$ cat config.mk
export PLATFORM = sky130hd
export DESIGN_NAME = fvl_top
export DESIGN_NICKNAME = d
export VERILOG_FILES = /design/src/core/fvl_pkg.sv /design/src/core/fvl_line_det.sv /design/src/core/fvl_top.sv
export SDC_FILE = /design/constraint.sdc
export NUM_CORES = 1
export LEC_CHECK = 0
export CORE_UTILIZATION = 60
export CTS_BUF_LIST = sky130_fd_sc_hd__clkbuf_4
export DETAILED_ROUTE_END_ITERATION = 16
export DONT_BUFFER_PORTS = 1
export GPL_ROUTABILITY_DRIVEN = 0
export PLACE_DENSITY = 0.87
export SLEW_MARGIN = 20
export SYNTH_ARGS = -nofsm -noshare
export SYNTH_HDL_FRONTEND = slang
export SYNTH_HIERARCHICAL = 1
export SYNTH_SLANG_ARGS = --single-unit
$ cat constraint.sdc
create_clock -name mclk -period 5.61 [get_ports mclk]
set_clock_uncertainty 0.2 [all_clocks]
set_input_delay 0.8415 -clock mclk [delete_from_list [all_inputs] [get_ports mclk]]
set_output_delay 0.8415 -clock mclk [all_outputs]
set_load 0.03 [all_outputs]
$ cat src/core/fvl_pkg.sv
/*
 * fvl_pkg: constants, state enum and carrier structs for the fast
 * voltage-loop filter selection block.
 * assumes: included before every other file of the block.
 */
package fvl_pkg;

    // ------------------------------------------------------------------
    // register map
    // ------------------------------------------------------------------
    localparam logic [15:0] FVL_ADDR_GAIN  = 16'hfe22;
    localparam logic [15:0] FVL_ADDR_ZERO  = 16'hfe23;
    localparam logic [15:0] FVL_ADDR_CTRL  = 16'hfe24;
    localparam logic [15:0] FVL_ADDR_THSET = 16'hfe25;
    localparam logic [15:0] FVL_ADDR_THRD  = 16'hfe26;

    // ------------------------------------------------------------------
    // reset values and field positions
    // ------------------------------------------------------------------
    localparam logic [7:0] FVL_RST_GAIN  = 8'h00;
    localparam logic [7:0] FVL_RST_ZERO  = 8'h00;
    localparam logic [7:0] FVL_RST_CTRL  = 8'h00;
    localparam logic [7:0] FVL_RST_THSET = 8'h00;
    localparam int FVL_BIT_LINE_TR  = 7;
    localparam int FVL_BAND_HI      = 6;
    localparam int FVL_BAND_LO      = 5;
    localparam int FVL_DLY_HI       = 4;
    localparam int FVL_DLY_LO       = 2;
    localparam int FVL_BIT_SOFT     = 1;
    localparam int FVL_BIT_DELAYED  = 0;
    localparam int FVL_BIT_AUTO     = 7;

    // error is a signed fraction of full scale, 1.0 = 2**FVL_ERR_FRAC
    localparam int FVL_ERR_W    = 16;
    localparam int FVL_ERR_FRAC = 12;
    // 3% of full scale in error units (0.03*4096 = 122.88, rounded)
    localparam logic [15:0] FVL_PLUS3_PCT = 16'h007b;

    // two flip-flop reset release
    localparam logic [1:0] FVL_RST_SYNC_INIT = 2'h0;

    typedef enum logic [1:0] {
        FVL_ST_NORMAL = 2'b00,
        FVL_ST_FAST   = 2'b01,
        FVL_ST_HOLD   = 2'b10
    } fvl_state_t;

    typedef struct packed {
        logic [7:0] gain;
        logic [7:0] zero;
        logic [7:0] ctrl;
        logic [7:0] thset;
    } fvl_regs_t;

    typedef struct packed {
        logic        fast_sel;
        logic [7:0]  coef_gain;
        logic [7:0]  coef_zero;
    } fvl_coef_t;

endpackage : fvl_pkg

$ cat src/core/fvl_line_det.sv
/*
 * fvl_line_det: compares the input voltage with a manual or derived
 * threshold, flags threshold crossings and half line cycles, and keeps a
 * running average of the rectified input as the automatic threshold.
 * assumes: vin is an unsigned rectified sample, new value per cycle.
 */
`timescale 1ns/1ps
`default_nettype none
module fvl_line_det import fvl_pkg::*; #(
    parameter int VIN_W  = 7,
    parameter int AVG_SH = 6
) (
    input  wire logic             mclk,
    input  wire logic             rst_n,
    input  wire logic [VIN_W-1:0] vin,
    input  wire logic             auto_en,
    input  wire logic [VIN_W-1:0] man_thr,
    output logic                  half_cycle,
    output logic                  above,
    output logic [VIN_W-1:0]      auto_thr
);

    typedef struct packed {
        logic                    primed;
        logic                    above;
        logic                    half_cycle;
        logic [VIN_W+AVG_SH-1:0] acc;
    } fvl_det_t;

    fvl_det_t s_q;
    fvl_det_t s_d;
    logic [VIN_W-1:0] thr;

    // -----------------------------------------------------------------
    // threshold pick, compare, average
    // -----------------------------------------------------------------
    always_comb begin
        s_d = s_q;
        thr = auto_en ? s_q.acc[VIN_W+AVG_SH-1:AVG_SH] : man_thr;
        s_d.above = (vin > thr);
        // no crossing on the first compare after reset
        s_d.primed = 1'b1;
        s_d.half_cycle = s_q.primed && (s_d.above != s_q.above);
        s_d.acc = s_q.acc - (s_q.acc >> AVG_SH)
                + {{AVG_SH{1'b0}}, vin};
    end

    always_ff @(posedge mclk or negedge rst_n) begin
        if (!rst_n) begin
            s_q <= '0;
        end else begin
            s_q <= s_d;
        end
    end

    assign half_cycle = s_q.half_cycle;
    assign above      = s_q.above;
    assign auto_thr   = s_q.acc[VIN_W+AVG_SH-1:AVG_SH];

endmodule : fvl_line_det
`default_nettype wire

$ cat src/core/fvl_top.sv
/*
 * fvl_top: selection between normal and fast voltage-loop filters,
 * fast-loop coefficient registers and line threshold configuration.
 * assumes: register port is a simple synchronous strobe interface fed
 * by the management bus decoder; all inputs but nrst synchronous to mclk.
 * note: the overshoot machine keeps running under soft start, so the
 * filter may stay fast for a moment once soft start ends.
 */
// Overview of operation
// An 8-bit read/write register holds the fast filter zero.
// With bit 7 set, overshoot beyond band plus 3% goes fast at once.
// Bits 6:5 pick a band of 1.5625, 3.125, 6.25 or 12.5 percent.
// Back in band, wait bits 4:2 half line cycles before going normal.
// During soft start bit 1 picks fast filter when set, else normal.
// With bit 0 set, leaving the band engages fast with return delay.
// Input voltage compared with a threshold gives period and crossings.
// Threshold register bit 7 set selects the derived threshold.
// Bits 6:0 are the threshold while automatic mode is off.
// A separate 8-bit read/write register holds the fast filter gain.
// The derived threshold reads back in a read-only 7-bit field.
// With no trigger active and no delay running, normal coefs apply; the code stays fast while the error is still outside the band.
`timescale 1ns/1ps
`default_nettype none
module fvl_top import fvl_pkg::*; #(
    parameter int ERR_W = FVL_ERR_W,
    parameter int VIN_W = 7
) (
    input  wire logic             mclk,
    input  wire logic             nrst,
    input  wire logic             reg_wr,
    input  wire logic             reg_rd,
    input  wire logic [15:0]      reg_addr,
    input  wire logic [7:0]       reg_wdata,
    output logic      [7:0]       reg_rdata,
    output logic                  reg_ack,
    input  wire logic signed [ERR_W-1:0] vout_err,
    input  wire logic             soft_start,
    input  wire logic [7:0]       norm_gain,
    input  wire logic [7:0]       norm_zero,
    input  wire logic [VIN_W-1:0] vin,
    output logic                  fast_active,
    output logic      [7:0]       loop_gain,
    output logic      [7:0]       loop_zero,
    output logic                  vin_above,
    output logic                  half_cycle
);

    // -----------------------------------------------------------------
    // state
    // -----------------------------------------------------------------
    typedef struct packed {
        fvl_regs_t  regs;
        fvl_state_t st;
        logic [2:0] dly;
        logic [7:0] rdata;
        logic       ack;
        fvl_coef_t  coef;
        logic       above;
        logic       half;
    } fvl_top_t;

    fvl_top_t   s_q;
    fvl_top_t   s_d;
    logic [1:0] rst_sync_q;
    logic       rst_n;
    logic       det_half;
    logic       det_above;
    logic [VIN_W-1:0] auto_thr;
    // error size and band compare, combinational
    logic [ERR_W-1:0] mag;
    logic [ERR_W-1:0] band;
    logic       out_band;
    logic       over3;
    logic       go_fast;

    // band limit in error units for a two-bit code
    // one shift table keeps both band compares in step
    function automatic logic [ERR_W-1:0] band_lim(input logic [1:0] c);
        logic [ERR_W-1:0] one;
        one = ERR_W'(1) << FVL_ERR_FRAC;
        band_lim = (one >> 6) << c;  // 1/64 = 1.5625%, doubling per step
    endfunction : band_lim

    // -----------------------------------------------------------------
    // reset release through two flip-flops
    // -----------------------------------------------------------------
    // release is delayed, assertion is immediate
    always_ff @(posedge mclk or negedge nrst) begin
        if (!nrst) begin
            rst_sync_q <= FVL_RST_SYNC_INIT;
        end else begin
            rst_sync_q <= {rst_sync_q[0], 1'b1};
        end
    end
    assign rst_n = rst_sync_q[1];

    // -----------------------------------------------------------------
    // line threshold compare
    // -----------------------------------------------------------------
    // threshold pick and crossing detector
    fvl_line_det #(
        .VIN_W  (VIN_W),
        .AVG_SH (6)
    ) u_det (
        .mclk       (mclk),
        .rst_n      (rst_n),
        .vin        (vin),
        .auto_en    (s_q.regs.thset[FVL_BIT_AUTO]),
        .man_thr    (s_q.regs.thset[VIN_W-1:0]),
        .half_cycle (det_half),
        .above      (det_above),
        .auto_thr   (auto_thr)
    );

    // -----------------------------------------------------------------
    // overshoot classification
    // -----------------------------------------------------------------
    always_comb begin
        mag  = vout_err[ERR_W-1] ? ERR_W'(-vout_err) : ERR_W'(vout_err);
        band = band_lim(s_q.regs.ctrl[FVL_BAND_HI:FVL_BAND_LO]);
        out_band = (mag > band);
        over3 = (mag > ERR_W'(band + ERR_W'(FVL_PLUS3_PCT)));
        go_fast = (s_q.regs.ctrl[FVL_BIT_LINE_TR] && over3)
               || (s_q.regs.ctrl[FVL_BIT_DELAYED] && out_band);
    end

    // -----------------------------------------------------------------
    // registers, selection state machine, outputs
    // -----------------------------------------------------------------
    always_comb begin
        s_d = s_q;
        s_d.ack = reg_wr | reg_rd;
        // writes; the readback address takes none
        if (reg_wr) begin
            case (reg_addr)
                FVL_ADDR_GAIN:  s_d.regs.gain  = reg_wdata;
                FVL_ADDR_ZERO:  s_d.regs.zero  = reg_wdata;
                FVL_ADDR_CTRL:  s_d.regs.ctrl  = reg_wdata;
                FVL_ADDR_THSET: s_d.regs.thset = reg_wdata;
                default: ;
            endcase
        end
        // reads; unmapped addresses give zero
        if (reg_rd) begin
            case (reg_addr)
                FVL_ADDR_GAIN:  s_d.rdata = s_q.regs.gain;
                FVL_ADDR_ZERO:  s_d.rdata = s_q.regs.zero;
                FVL_ADDR_CTRL:  s_d.rdata = s_q.regs.ctrl;
                FVL_ADDR_THSET: s_d.rdata = s_q.regs.thset;
                FVL_ADDR_THRD:  s_d.rdata = {1'b0, auto_thr};
                default:        s_d.rdata = 8'h00;
            endcase
        end

        // filter selection machine: fast on a trigger, back after
        // the delay counted in half line cycles
        case (s_q.st)
            FVL_ST_NORMAL: begin
                if (go_fast) begin
                    s_d.st = FVL_ST_FAST;
                end
            end
            FVL_ST_FAST: begin
                if (!go_fast && !out_band) begin
                    s_d.dly = s_q.regs.ctrl[FVL_DLY_HI:FVL_DLY_LO];
                    s_d.st = (s_d.dly == 3'h0) ? FVL_ST_NORMAL
                                               : FVL_ST_HOLD;
                end
            end
            FVL_ST_HOLD: begin
                // leaving the band again cancels the countdown
                if (go_fast || out_band) begin
                    s_d.st = FVL_ST_FAST;
                end else if (det_half) begin
                    s_d.dly = s_q.dly - 3'h1;
                    if (s_q.dly == 3'h1) begin
                        s_d.st = FVL_ST_NORMAL;
                    end
                end
            end
            default: s_d.st = FVL_ST_NORMAL;
        endcase

        // soft start overrides the overshoot machine
        if (soft_start) begin
            s_d.coef.fast_sel = s_q.regs.ctrl[FVL_BIT_SOFT];
        end else begin
            s_d.coef.fast_sel = (s_d.st != FVL_ST_NORMAL);
        end
        // coefficient mux follows the next selection, no extra lag
        s_d.coef.coef_gain = s_d.coef.fast_sel ? s_d.regs.gain
                                               : norm_gain;
        s_d.coef.coef_zero = s_d.coef.fast_sel ? s_d.regs.zero
                                               : norm_zero;
        s_d.above = det_above;
        s_d.half  = det_half;
    end

    // -----------------------------------------------------------------
    // state register
    // -----------------------------------------------------------------
    // held in reset until the synchronised release
    always_ff @(posedge mclk or negedge rst_n) begin
        if (!rst_n) begin
            s_q <= '{regs: '{gain: FVL_RST_GAIN, zero: FVL_RST_ZERO,
                             ctrl: FVL_RST_CTRL, thset: FVL_RST_THSET},
                     st: FVL_ST_NORMAL, default: '0};
        end else begin
            s_q <= s_d;
        end
    end

    // -----------------------------------------------------------------
    // outputs, each straight from the state register
    // -----------------------------------------------------------------
    assign reg_rdata   = s_q.rdata;
    assign reg_ack     = s_q.ack;
    assign fast_active = s_q.coef.fast_sel;
    assign loop_gain   = s_q.coef.coef_gain;
    assign loop_zero   = s_q.coef.coef_zero;
    assign vin_above   = s_q.above;
    assign half_cycle  = s_q.half;

endmodule : fvl_top
`default_nettype wire

==> results by group <==
Flow run
  • Number of max-cap violations: 0

Clock tree
  • Clock slew at reported path FFs: 0.15 ns
  • H-tree depth: 3
  • CTS Buffer Depth: 2
  • Setup bufs post-CTS: 0
  • CTS Root Buffer Type: clkbuf_4
  • PostCTS Resize Cnt: 0
  • Cts bufs inserted: 9
  • CTS sink cnt: 83
  • CTS tree: built
  • Hold-fix buffers, CTS: 1
  • Clk Latency, worst-skew pair: 0.45 ns

Worst setup path
  • RR Endpoint: loop_gain[0]
  • WP depth: 13
  • CP max stage delay: 0.48 ns
  • CP Capture Type: flip-flop
  • Worst r2r src: s_q[47]
  • Crit-path cells: nor4_4, nand2_1, nand2_1, xnor2_1, ha_1, or4bb_1, nor3_1, and4_1, o2111ai_1, and3_4, o41ai_4, buf_4, mux2_2
  • R2R Setup Slk: 2.00 ns
  • WP buf/inv: 1
  • Worst EP arrival: 4.32 ns
  • CP max-delay cell: or4bb_1
  • R2r worst-path depth: 10
  • Critical path launch point type: primary input
  • WS Path Type: primary input to flip-flop
  • Crit path top cell by count: nand2_1
  • Maximum fanout along the worst path: 17
  • CP Data Required Time: 5.75 ns
  • CP top delay family: simple AND/OR/NAND/NOR gates

Synthesis
  • Yosys warns: 6
  • EDFF count, synth: 0
  • Mapped Cells: 515
  • Area share of the leading cell type in the synthesized netlist: 0.3825
  • Register area share after synthesis: 0.3825
  • Netlist Area Pre-Place: 0.005430 mm^2
  • Dominant synthesized flop cell: dfrtp_1
  • FF+latch count, synth: 83
  • Synth top area cells: dfrtp_1 (38%), mux2_2 (8.7%), ha_1 (6.9%)
  • Yosys cell types: 76
  • Leading area contributor after synthesis: dfrtp_1
  • Syn avg cell area: 10.54 um^2
  • Fraction of registers with async set/reset: 1.000

Power
  • Power Internal: 1.353 mW
  • Power density over the cells: 442.2 mW/mm^2
  • Sw Ratio: 0.4384
  • Worst vdd ir: 0.0006234 V
  • Comb pwr share: 0.530
  • Leak: 2.502 nW
  • Flop pwr share: 0.334
  • Sw power: 1.056 mW
  • Clock power share: 0.135
  • Tot Pwr: 2.410 mW

STA
  • Sum Neg Setup Slack: 0 ns
  • FMAX: 0.2393 GHz
  • # setup viols final: 0
  • Hold Fails Final Rpt: 0
  • Max-Slew Margin vs Limit: 0.5701
  • Unrepaired setup endpoints after global routing: no
  • Pins Over Slew Limit: 0
  • Tcrit/Tclk final: 0.7448
  • Least-Margin Pin Slew: 0.6425 ns
  • Period minus WS final: 4.178 ns

Detailed routing
  • Vias post-DR: 3807
  • DRC violations left: 0
  • Initial DRT Pass Iterations: 5
  • Initial drt markers: 240
  • Total wire length: 11500 um
  • Average wire per standard cell: 19.11 um
  • Vias per inst: 6.324
  • Antenna viol nets, final: 0

Cells and area
  • Ant diodes: 0
  • Layout cells sized above 1: 0.1923
  • Most frequent cells in the layout: dfrtp_1 (82), inv_1 (47), mux2_2 (42), nor2_1 (35), ha_1 (30)
  • Commonest non-fill, non-tap cell in the layout: dfrtp_1
  • NumNets Final: 594
  • Design area: 0.005449 mm^2
  • Layout area overhead: 0.3457%

Floorplan
  • Die Span X: 97.14 um
  • Die area: 0.009435 mm^2
  • Die H: 97.14 um
  • Ports: 96
  • Initial Util: 0.6227
  • Floorplan row count: 34
  • Core area: 0.008721 mm^2

Status
  • Status: complete, no violations

GRT
  • Number of global-route vias before repair: 3924
  • Total gr overflow: 0
  • Largest net degree at the start of global routing: 82
  • GRT Resource Usage Total: 0.2543
  • Initial antenna violation count: 0
  • First-pass GRT wire length: 18890 um

Hold path
  • Hold/Removal Path Class: flip-flop to async pin

Placed design
  • Port buffer count: 0
  • HPWL Detailed: 8755 um
  • Area after DPL: 0.005285 mm^2
## per-layer routing
layer | up-vias | global-route usage | routed length (um)
met5 | - | 0 | 0
met4 | 0 | 0.1033 | 326
met3 | 35 | 0.07770 | 935
met2 | 162 | 0.4437 | 5877
met1 | 1855 | 0.2895 | 4364
li1 | 1755 | - | -
## power by group through the flow
stage / Clock (mW) / Sequential, mW / Combinational (mW)
detailed placement: 0 / 0.825 / 1.27
CTS: 0.339 / 0.813 / 1.27
global route: 0.361 / 0.815 / 1.44
floorplan: 0 / 0.757 / 1.14
finish: 0.326 / 0.805 / 1.28
global placement: 0 / 0.819 / 1.18
## metrics by stage
| step | hold WS [ns] | util | std cells | setup WS [ns] |
|---|---|---|---|---|
| 2_1_floorplan | 0.1312 | - | 516 | 1.256 |
| 3_3_place_gp | 0.1387 | 0.6060 | 584 | 1.183 |
| 3_5_place_dp | 0.1412 | 0.6060 | 584 | 1.012 |
| 4_1_cts | 0.1752 | 0.6217 | 601 | 1.498 |
| 5_1_grt | 0.1198 | 0.6248 | 602 | 1.264 |
| 6_report | 0.08392 | 0.6248 | 602 | 1.432 |
## how the worst max path moves through the flow
stage	slack, ns	end	startpoint
after detailed placement	1.01	loop_gain[0]	vout_err[5]
after CTS	1.50	loop_gain[0]	vout_err[5]
after floorplan	1.26	loop_gain[5]	vout_err[5]
after global placement	1.18	loop_gain[3]	vout_err[5]
after global routing	1.26	loop_gain[0]	vout_err[5]
final	1.43	loop_gain[0]	vout_err[5]
## cells in the mapped netlist, drive strengths merged, types with 8 or more instances
cell type and n:
buf 33, xnor2 9, mux2i 10, nand2 21, a31oi 12, o21ai 11
a22oi 9, dfrtp 83, nand3 8, inv 48, nand2b 12, nor2 36
nor3 8, a21oi 25, mux2 51, ha 30, clkbuf 8
## sequential cells by signal (all words and copies together) (netlist names), 2 cells and up
signal          cells
s_q                37
u_det/auto_thr      7
loop_gain           8
rst_sync_q          2
u_det/s_q           7
loop_zero           8
reg_rdata           8
## final cells by class
class                           count  area [um^2]
Clock buffer                        9        67.56
Tap cell                          108        135.1
Sequential cell                    83         2081
Inverter                           48        180.2
Multi-Input combinational cell    344         2882
Timing Repair Buffer                3        45.04
Fill cell                         699         3272
Clock inverter                      7        58.81
## cell families (layout without fill, tap and decap cells)
group | Yosys count | count (layout) | synth area share
AO/OA/AOI/OAI | 99 | 99 | 0.1422
XOR/XNOR | 15 | 15 | 0.02696
adder cells (fa/ha/maj) | 37 | 37 | 0.09493
buffers and inverters | 89 | 67 | 0.08756
flip-flops | 83 | 83 | 0.3825
multiplexers | 61 | 61 | 0.1304
other | 2 | 3 | 0.001383
AND/OR/NAND/NOR | 129 | 129 | 0.1341
No activity file was read; power rests on OpenSTA's default activity.
